<file path="src/atw_pkg.sv">
// Package with the register map, field layouts and timing constants of the analog trim block.
package atw_pkg;

    // ------------------------------------------------------------------
    // Register map on the internal register port
    // ------------------------------------------------------------------
    localparam logic [5:0] ADDR_PRODUCTION_TEST = 6'h0E;
    localparam logic [5:0] ADDR_SUPPLY_DELAY_AND_REF_TRIM = 6'h0F;
    localparam logic [5:0] ADDR_HALF_BRIDGE_RECOPY_TRIM = 6'h10;
    localparam logic [7:0] RESET_SUPPLY_DELAY_AND_REF_TRIM = 8'h00;
    localparam logic [7:0] RESET_HALF_BRIDGE_RECOPY_TRIM = 8'h00;
    localparam logic [7:0] READ_ZERO = 8'h00;

    // Field positions of the first trim register.
    localparam int OC_DELAY_SEL_LSB = 6;
    localparam int REF_TRIM_LSB = 0;
    // Highest defined current reference trim code.
    localparam logic [3:0] REF_TRIM_MAX_CODE = 4'h8;
    // Reserved three-bit recopy code.
    localparam logic [2:0] RECOPY_RESERVED_CODE = 3'h4;

    // ------------------------------------------------------------------
    // Timing
    // ------------------------------------------------------------------
    localparam int CLK_FREQ_HZ = 20_000_000;
    localparam int CYC_PER_US = CLK_FREQ_HZ / 1_000_000;
    localparam int OC_DELAY0_US = 950;
    localparam int OC_DELAY1_US = 536;
    localparam int OC_DELAY2_US = 234;
    localparam int OC_DELAY3_US = 78;
    localparam int OC_DELAY0_CYC = OC_DELAY0_US * CYC_PER_US;
    localparam int OC_DELAY1_CYC = OC_DELAY1_US * CYC_PER_US;
    localparam int OC_DELAY2_CYC = OC_DELAY2_US * CYC_PER_US;
    localparam int OC_DELAY3_CYC = OC_DELAY3_US * CYC_PER_US;
    localparam int OC_CNT_W = 16;
    // Nominal watchdog period for select code 00; each code step halves it.
    localparam int WDOG_PERIOD_US = 80_000;
    localparam int WDOG_PERIOD_CYC = WDOG_PERIOD_US * CYC_PER_US;
    localparam int WDOG_CNT_W = 24;

    // ------------------------------------------------------------------
    // Types
    // ------------------------------------------------------------------
    typedef struct packed {
        logic [1:0] switchedSupplyOcDelaySel;
        logic [1:0] reservedBits;
        logic [3:0] currentReferenceTrim;
    } atw_trim1_type;

    typedef struct packed {
        logic [1:0] bridge12RecopyTrimAlt0;
        logic [5:0] bridgeRecopyTrimAlt1;
    } atw_trim2_type;

    typedef struct packed {
        logic wr;
        logic rd;
        logic [5:0] addr;
        logic [7:0] wdata;
    } atw_req_type;

    typedef enum logic [1:0] {
        WD_CLOSED = 2'b01,
        WD_OPEN = 2'b10
    } atw_wdog_state_type;

endpackage

</file>
<file path="src/atw_analog_trim.sv">
// Analog trim register bank with over-current delay select and window watchdog timing.
`timescale 1ns/1ps
`default_nettype none
module atw_analog_trim #(
    parameter int OC_DELAY0_CYC = atw_pkg::OC_DELAY0_CYC,
    parameter int OC_DELAY1_CYC = atw_pkg::OC_DELAY1_CYC,
    parameter int OC_DELAY2_CYC = atw_pkg::OC_DELAY2_CYC,
    parameter int OC_DELAY3_CYC = atw_pkg::OC_DELAY3_CYC,
    parameter int WDOG_PERIOD_CYC = atw_pkg::WDOG_PERIOD_CYC
) (
    // Clock and reset.
    input wire logic mclk,
    input wire logic rst,
    // Register port from the internal serial slave.
    input wire atw_pkg::atw_req_type regReq,
    output logic regAck,
    output logic [7:0] regRdData,
    // Analog control inputs.
    input wire logic currentSenseAlternateSel,
    input wire logic switchedSupplyOcDetect,
    // Watchdog control inputs.
    input wire logic [1:0] watchdogPeriodSel,
    input wire logic watchdogClear,
    // Trim values towards the analog circuits.
    output atw_pkg::atw_trim1_type trim1,
    output atw_pkg::atw_trim2_type trim2,
    output logic signed [4:0] refTrimAdjust,
    output logic refTrimUndefined,
    output logic signed [4:0] bridge12Adjust,
    output logic signed [4:0] bridge34Adjust,
    // Supervision outputs.
    output logic switchedSupplyOcShutdown,
    output logic watchdogWindowOpen,
    output logic watchdogReset
);

    // ------------------------------------------------------------------
    // Elaboration checks
    // ------------------------------------------------------------------
    if (OC_DELAY3_CYC < 1 || OC_DELAY0_CYC >= (1 << atw_pkg::OC_CNT_W)) begin : g_ocChk
        $error("Over-current delay counts do not fit the filter counter.");
    end
    if (WDOG_PERIOD_CYC < 16 || WDOG_PERIOD_CYC >= (1 << atw_pkg::WDOG_CNT_W)) begin : g_wdChk
        $error("Watchdog period does not fit the watchdog counter.");
    end

    // ------------------------------------------------------------------
    // Decode functions
    // ------------------------------------------------------------------
    // Reference trim in percent; undefined codes give no adjustment.
    function automatic logic signed [4:0] refPercent(input logic [3:0] code);
        unique case (code)
            4'h0: refPercent = 5'sd0;
            4'h1: refPercent = 5'sd2;
            4'h2: refPercent = 5'sd4;
            4'h3: refPercent = 5'sd8;
            4'h4: refPercent = 5'sd12;
            4'h5: refPercent = -5'sd2;
            4'h6: refPercent = -5'sd4;
            4'h7: refPercent = -5'sd8;
            4'h8: refPercent = -5'sd12;
            default: refPercent = 5'sd0;
        endcase
    endfunction

    // Three-bit recopy trim in percent; the reserved code is treated as zero.
    function automatic logic signed [4:0] recopy3Percent(input logic [2:0] code);
        unique case (code)
            3'h0: recopy3Percent = 5'sd0;
            3'h1: recopy3Percent = -5'sd5;
            3'h2: recopy3Percent = -5'sd10;
            3'h3: recopy3Percent = -5'sd15;
            3'h4: recopy3Percent = 5'sd0;
            3'h5: recopy3Percent = 5'sd5;
            3'h6: recopy3Percent = 5'sd10;
            3'h7: recopy3Percent = 5'sd15;
        endcase
    endfunction

    // Two-bit recopy trim in percent.
    function automatic logic signed [4:0] recopy2Percent(input logic [1:0] code);
        unique case (code)
            2'h0: recopy2Percent = 5'sd0;
            2'h1: recopy2Percent = -5'sd10;
            2'h2: recopy2Percent = 5'sd5;
            2'h3: recopy2Percent = 5'sd10;
        endcase
    endfunction

    // ------------------------------------------------------------------
    // Register bank
    // ------------------------------------------------------------------
    atw_pkg::atw_trim1_type next_trim1;
    atw_pkg::atw_trim2_type next_trim2;
    logic next_regAck;
    logic [7:0] next_regRdData;

    // Read data is the content before any write in the same access, as the
    // serial frame returns the old value. Writes to the test register are dropped
    // so a stray frame cannot push the analog die into a test mode.
    always_comb begin
        next_trim1 = trim1;
        next_trim2 = trim2;
        next_regAck = regReq.wr | regReq.rd;
        next_regRdData = atw_pkg::READ_ZERO;
        unique case (regReq.addr)
            atw_pkg::ADDR_SUPPLY_DELAY_AND_REF_TRIM: begin
                // Only the delay field reads back; trim and reserved bits read zero.
                next_regRdData = {trim1.switchedSupplyOcDelaySel, 6'h00};
                if (regReq.wr) begin
                    next_trim1 = atw_pkg::atw_trim1_type'(regReq.wdata);
                end
            end
            atw_pkg::ADDR_HALF_BRIDGE_RECOPY_TRIM: begin
                next_regRdData = atw_pkg::READ_ZERO;
                if (regReq.wr) begin
                    next_trim2 = atw_pkg::atw_trim2_type'(regReq.wdata);
                end
            end
            default: begin
                next_regRdData = atw_pkg::READ_ZERO;
            end
        endcase
    end

    // Registers of the bank; reset clears every trim field.
    always_ff @(posedge mclk) begin
        if (rst) begin
            trim1 <= atw_pkg::RESET_SUPPLY_DELAY_AND_REF_TRIM;
            trim2 <= atw_pkg::RESET_HALF_BRIDGE_RECOPY_TRIM;
            regAck <= 1'b0;
            regRdData <= atw_pkg::READ_ZERO;
        end else begin
            trim1 <= next_trim1;
            trim2 <= next_trim2;
            regAck <= next_regAck;
            regRdData <= next_regRdData;
        end
    end

    // ------------------------------------------------------------------
    // Trim decode
    // ------------------------------------------------------------------
    logic signed [4:0] next_refTrimAdjust;
    logic next_refTrimUndefined;
    logic signed [4:0] next_bridge12Adjust;
    logic signed [4:0] next_bridge34Adjust;

    // The decoded values trail the register by one cycle. Bridges 3/4 with the
    // alternate select at 0 are trimmed from the third trim register, not here.
    always_comb begin
        next_refTrimAdjust = refPercent(trim1.currentReferenceTrim);
        next_refTrimUndefined = trim1.currentReferenceTrim > atw_pkg::REF_TRIM_MAX_CODE;
        if (currentSenseAlternateSel) begin
            next_bridge12Adjust = recopy3Percent(trim2.bridgeRecopyTrimAlt1[2:0]);
            next_bridge34Adjust = recopy3Percent(trim2.bridgeRecopyTrimAlt1[5:3]);
        end else begin
            next_bridge12Adjust = recopy2Percent(trim2.bridge12RecopyTrimAlt0);
            next_bridge34Adjust = 5'sd0;
        end
    end

    // Decoded trim registers.
    always_ff @(posedge mclk) begin
        if (rst) begin
            refTrimAdjust <= 5'sd0;
            refTrimUndefined <= 1'b0;
            bridge12Adjust <= 5'sd0;
            bridge34Adjust <= 5'sd0;
        end else begin
            refTrimAdjust <= next_refTrimAdjust;
            refTrimUndefined <= next_refTrimUndefined;
            bridge12Adjust <= next_bridge12Adjust;
            bridge34Adjust <= next_bridge34Adjust;
        end
    end

    // ------------------------------------------------------------------
    // Over-current filter
    // ------------------------------------------------------------------
    atw_oc_filter #(
        .DELAY0_CYC(OC_DELAY0_CYC),
        .DELAY1_CYC(OC_DELAY1_CYC),
        .DELAY2_CYC(OC_DELAY2_CYC),
        .DELAY3_CYC(OC_DELAY3_CYC)
    ) u_ocFilter (
        .mclk(mclk),
        .rst(rst),
        .delaySel(trim1.switchedSupplyOcDelaySel),
        .ocDetect(switchedSupplyOcDetect),
        .ocShutdown(switchedSupplyOcShutdown)
    );

    // ------------------------------------------------------------------
    // Window watchdog
    // ------------------------------------------------------------------
    atw_pkg::atw_wdog_state_type wdState;
    atw_pkg::atw_wdog_state_type next_wdState;
    logic [atw_pkg::WDOG_CNT_W-1:0] wdCount;
    logic [atw_pkg::WDOG_CNT_W-1:0] next_wdCount;
    logic [atw_pkg::WDOG_CNT_W-1:0] wdPeriod;
    logic next_watchdogReset;

    // Each select step halves the period; the window opens at half of it.
    // A clear in the closed half or no clear by the period end resets the system.
    always_comb begin
        wdPeriod = atw_pkg::WDOG_CNT_W'(WDOG_PERIOD_CYC) >> watchdogPeriodSel;
        next_wdState = wdState;
        next_wdCount = wdCount + 1'b1;
        next_watchdogReset = 1'b0;
        unique case (wdState)
            atw_pkg::WD_CLOSED: begin
                if (watchdogClear) begin
                    next_watchdogReset = 1'b1;
                    next_wdCount = '0;
                end else if (wdCount == (wdPeriod >> 1) - 1'b1) begin
                    next_wdState = atw_pkg::WD_OPEN;
                end
            end
            atw_pkg::WD_OPEN: begin
                if (watchdogClear) begin
                    next_wdState = atw_pkg::WD_CLOSED;
                    next_wdCount = '0;
                end else if (wdCount >= wdPeriod - 1'b1) begin
                    next_watchdogReset = 1'b1;
                    next_wdState = atw_pkg::WD_CLOSED;
                    next_wdCount = '0;
                end
            end
            default: begin
                next_wdState = atw_pkg::WD_CLOSED;
                next_wdCount = '0;
            end
        endcase
    end

    // Watchdog registers; the window flag is registered from the next state, so it follows the open state.
    always_ff @(posedge mclk) begin
        if (rst) begin
            wdState <= atw_pkg::WD_CLOSED;
            wdCount <= '0;
            watchdogReset <= 1'b0;
            watchdogWindowOpen <= 1'b0;
        end else begin
            wdState <= next_wdState;
            wdCount <= next_wdCount;
            watchdogReset <= next_watchdogReset;
            watchdogWindowOpen <= (next_wdState == atw_pkg::WD_OPEN);
        end
    end

endmodule
`default_nettype wire

</file>
<file path="src/atw_oc_filter.sv">
// Over-current shutdown filter for the switched supply output with selectable delay.
`timescale 1ns/1ps
`default_nettype none
module atw_oc_filter #(
    parameter int DELAY0_CYC = atw_pkg::OC_DELAY0_CYC,
    parameter int DELAY1_CYC = atw_pkg::OC_DELAY1_CYC,
    parameter int DELAY2_CYC = atw_pkg::OC_DELAY2_CYC,
    parameter int DELAY3_CYC = atw_pkg::OC_DELAY3_CYC
) (
    // Clock and reset.
    input wire logic mclk,
    input wire logic rst,
    // Delay select and raw detector.
    input wire logic [1:0] delaySel,
    input wire logic ocDetect,
    // Filtered shutdown request.
    output logic ocShutdown
);

    // ------------------------------------------------------------------
    // Delay lookup
    // ------------------------------------------------------------------
    logic [atw_pkg::OC_CNT_W-1:0] ocCount;
    logic [atw_pkg::OC_CNT_W-1:0] next_ocCount;
    logic next_ocShutdown;
    logic [atw_pkg::OC_CNT_W-1:0] limit;

    // Code 00 is the longest filter, code 11 the shortest.
    always_comb begin
        unique case (delaySel)
            2'b00: limit = atw_pkg::OC_CNT_W'(DELAY0_CYC);
            2'b01: limit = atw_pkg::OC_CNT_W'(DELAY1_CYC);
            2'b10: limit = atw_pkg::OC_CNT_W'(DELAY2_CYC);
            2'b11: limit = atw_pkg::OC_CNT_W'(DELAY3_CYC);
        endcase
    end

    // ------------------------------------------------------------------
    // Filter counter
    // ------------------------------------------------------------------
    // A glitch shorter than the delay restarts the count, so charging a capacitive
    // load does not trip the output.
    always_comb begin
        next_ocCount = ocCount;
        next_ocShutdown = ocShutdown;
        if (!ocDetect) begin
            next_ocCount = '0;
            next_ocShutdown = 1'b0;
        end else if (ocCount >= limit - 1'b1) begin
            next_ocShutdown = 1'b1;
        end else begin
            next_ocCount = ocCount + 1'b1;
        end
    end

    // Registers of the filter.
    always_ff @(posedge mclk) begin
        if (rst) begin
            ocCount <= '0;
            ocShutdown <= 1'b0;
        end else begin
            ocCount <= next_ocCount;
            ocShutdown <= next_ocShutdown;
        end
    end

endmodule
`default_nettype wire

</file>
<file path="config.mk">
export PLATFORM = sky130hd
export DESIGN_NAME = atw_analog_trim
export DESIGN_NICKNAME = d
export VERILOG_FILES = /design/src/atw_pkg.sv /design/src/atw_analog_trim.sv /design/src/atw_oc_filter.sv
export SDC_FILE = /design/constraint.sdc
export NUM_CORES = 1
export LEC_CHECK = 0
export BUFFER_PORTS_ARGS = -buffer_cell sky130_fd_sc_hd__buf_4
export CAP_MARGIN = 10
export CORE_MARGIN = 3
export CORE_UTILIZATION = 50
export DETAILED_ROUTE_END_ITERATION = 16
export PLACE_DENSITY = 0.86
export SYNTH_ARGS = -nofsm -noshare
export SYNTH_HDL_FRONTEND = slang
export SYNTH_SLANG_ARGS = --single-unit
</file>
<file path="constraint.sdc">
create_clock -name mclk -period 3.2 [get_ports mclk]
set_clock_uncertainty 0.1 [all_clocks]
set_input_delay 0.64 -clock mclk [delete_from_list [all_inputs] [get_ports mclk]]
set_output_delay 0.64 -clock mclk [all_outputs]
set_load 0.01 [all_outputs]
</file>
==> impl_metrics.tcl <==
set metrics [dict create \
    regToRegSetupSlack_ns 0.25 \
    ys.flop_type "dfxtp_1" \
    relSlewSlack 0.591 \
    grt-ovfl-total 0 \
    cts_sinks 84 \
    ys_seq_area_frac 0.359 \
    setup_violations 0 \
    min_path_cells 1 \
    whs_endpoint "wdCount[0]" \
    drt-vias-per-instance 5.53 \
    grt_util_met2 0.370 \
    drt_iter0_markers 115 \
    finalWirelength_mm 10.6 \
    grt_pass1_wl_mm 17.7 \
    final_max_slew_viol_count 0 \
    seq_power_share 0.502 \
    cts_tree "done" \
    post-route-drc-count 0 \
    ys.warnings.count 0 \
    synth_cell_types 55 \
    finalCriticalPeriod_ns 3.07 \
    final_nets 690 \
    p_leak_nw 2.52 \
    p_per_area_nw_per_um2 379 \
    cts_root_buffer "clkbuf_8" \
    postLayoutCoreUtil 0.633 \
    cp_common_cell "ha_1" \
    crit_path_start_kind "input port" \
    cp_slowest_stage_delay_ns 0.49 \
    crit_family "simple AND/OR/NAND/NOR gates" \
    layout_common_cells "83 x dfxtp_1, 77 x nor2_1, 75 x buf_4" \
    crit_path_top_delay_cell "or4b_4" \
    rr_endpoint "u_ocFilter.ocCount[9]" \
    crit_buf_inv 3 \
    worst-slew-pin-transition_ns 0.613 \
    p_comb_frac 0.099 \
    cts_made_buffers 9 \
    fmax_mhz 326 \
    core_area_um2 8890 \
    reg2reg_depth 10 \
    arrival_ns 3.28 \
    rows 34 \
    yosys_register_bits 84 \
    clkLatencyLatePin_ns 0.36 \
    reg2reg_from "trim1[7]" \
    p_sw_w 0.000537 \
    fp.dieArea_um2 10600 \
    dieWidth_um 103 \
    endpoint_kind "register" \
    syn_area_um2 4680 \
    start_util 0.526 \
    track_usage 0.208 \
    synthArstFlopShare 0 \
    p_int_w 0.00160 \
    crit_type "input port to register" \
    synth_cells 526 \
    cts.htree.levels 3 \
    fp.dieH_um 103 \
    path_clk_slew_ns 0.09 \
    wire_per_inst_um 14.8 \
    antenna_found_initial 0 \
    vias 3978 \
    hp-start "wdCount[0]" \
    swShare 0.252 \
    min_period_over_period 0.959 \
    status "complete, no violations" \
    final_cells 719 \
    hold_viol_final 0 \
    hold_class "register to register" \
    synth-edff-count 0 \
    grt_pass1_vias 3923 \
    ios 67 \
    drive_above_1_share 0.187 \
    syn_to_final_growth_pct 20.3 \
    critPathRequiredTime_ns 3.41 \
    avgSynthCellArea_um2 8.90 \
    gp_congestion 0.951 \
    clockBufferDepth 2 \
    dp.cells 696 \
    portBuffers 59 \
    grt_start_max_net_pins 36 \
    ant_nets 0 \
    met3_usage 0.0460 \
    dp_hpwl_mm 7.80 \
    maxCapViolCount 0 \
    final_common_cell "dfxtp_1" \
    top_usage_layer "met2" \
    path_cells "buf_6, inv_2, ha_1, or4b_4, nor3_4, xnor2_1, ha_1, and4_4, a221oi_2, o211ai_1, buf_4, o311a_1, and4b_1" \
    use_met1 0.251 \
    drt-pass1-iter-count 4 \
    rsz0062_at_grt "yes" \
    clockPowerShare 0.399 \
    irDropWorstVdd_v 0.000267 \
    fill_cells 689 \
    crit_fanout 3 \
    num_antenna_cells 0 \
]
-- worst register-to-register path: stages (launching register included) --
cell      delay [ns]
dfxtp_2         0.42
inv_1           0.11
ha_1            0.30
inv_1           0.05
ha_1            0.19
a211oi_1        0.27
o21ai_2         0.14
a221oi_4        0.39
o21ai_2         0.22
or4_1           0.55
a21oi_1         0.15
-- power by group through the flow --
| stage | sequential [W] | clock [W] | combinational (W) |
|---|---|---|---|
| after CTS | 0.00107 | 0.000864 | 0.000208 |
| final | 0.00107 | 0.000852 | 0.000211 |
| after global routing | 0.00107 | 0.000896 | 0.000235 |
| after global placement | 0.00109 | 0 | 0.000185 |
| after floorplan | 0.00109 | 0 | 0.000131 |
| after detailed placement | 0.00109 | 0 | 0.000198 |
-- per-layer routing --
layer	share of wire	up-vias	wire, µm
li1	-	1968	-
met1	0.43	1891	4560
met2	0.52	98	5490
met3	0.037	21	395
met4	0.018	0	195
met5	0	-	0
-- timing repair --
item,CTS,global route
gates resized for setup,12,2
endpoints found under the setup margin,19,39
setup buffers,6,1
pin swaps,10,6
hold buffers,0,0
-- worst max path at each step --
stage	to	from	slack [ns]	cells after the start
3_3_place_gp	wdCount[10]	watchdogPeriodSel[0]	-0.27	13
2_1_floorplan	wdCount[10]	watchdogPeriodSel[1]	-0.14	12
3_5_place_dp	wdCount[4]	watchdogPeriodSel[0]	-0.40	13
4_1_cts	watchdogWindowOpen	watchdogPeriodSel[1]	-0.04	13
5_1_grt	u_ocFilter.ocCount[9]	trim1[7]	-0.01	10
6_report	watchdogWindowOpen	watchdogPeriodSel[1]	0.13	13
-- layout make-up --
cell class / count / area [µm²] / share of cell area
repair buffers: 79 / 621 / 0.110
clock buffers: 9 / 124 / 0.0220
clock inverters: 7 / 98.8 / 0.0176
inverters: 35 / 134 / 0.0238
multi-input cells: 397 / 2830 / 0.503
well taps: 108 / 135 / 0.0240
flip-flops and latches: 84 / 1680 / 0.299
-- synthesized netlist by cell type (7+ instances only) --
library cell   n  area share
buf_4          7       0.011
dfxtp_1       84        0.36
xor2_1        17       0.032
nor2_1        77       0.062
ha_1          61        0.16
a21oi_1       27       0.029
nand2_1       32       0.026
clkbuf_1       8      0.0064
nand4_1       14       0.019
nor3_1        11       0.012
mux2i_1       22       0.047
xnor2_1       15       0.028
o21ai_0       12       0.013
or3_1          7      0.0094
or4_1          7       0.011
inv_1         35       0.028
nand3_1       16       0.017
-- sequential cells by signal, summed over array words and instances, names as in the netlist, named ones only --
signal / flops
bridge12Adjust: 5
watchdogWindowOpen: 1
regRdData: 2
watchdogReset: 1
regAck: 1
trim1: 8
refTrimAdjust: 4
wdCount: 24
trim2: 8
wdState: 2
refTrimUndefined: 1
bridge34Adjust: 5
u_ocFilter.ocCount: 16
u_ocFilter.ocShutdown: 1
-- metrics by stage --
step | power, W | TNS (ns) | instance area, µm² | setup slack, ns | hold WS [ns]
finish | 0.00213 | 0 | 5630 | 0.130 | 0.366
global route | 0.00220 | -0.0299 | 5630 | -0.0146 | 0.388
CTS | 0.00214 | -0.0404 | 5610 | -0.0404 | 0.372
detailed placement | 0.00129 | -9.23 | 5300 | -0.402 | 0.352
global placement | 0.00128 | -6.62 | 5300 | -0.269 | 0.339
floorplan | 0.00122 | -2.70 | 4740 | -0.135 | 0.330
-- cell families (layout without fill, tap and decap cells) --
| kind of cell | count (synthesis) | after routing | synth area share |
|---|---|---|---|
| xor gates and xnor gates | 33 | 33 | 0.0647 |
| DFF | 84 | 84 | 0.359 |
| muxes | 25 | 25 | 0.0543 |
| other | 2 | 12 | 0.00160 |
| and+or+nand+nor | 198 | 198 | 0.208 |
| adders and majority gates | 61 | 61 | 0.163 |
| AOI/OAI and AO/OA | 68 | 68 | 0.0971 |
| buffers and inverters | 55 | 130 | 0.0521 |
Note: power is estimated with default switching activity, not from simulation.
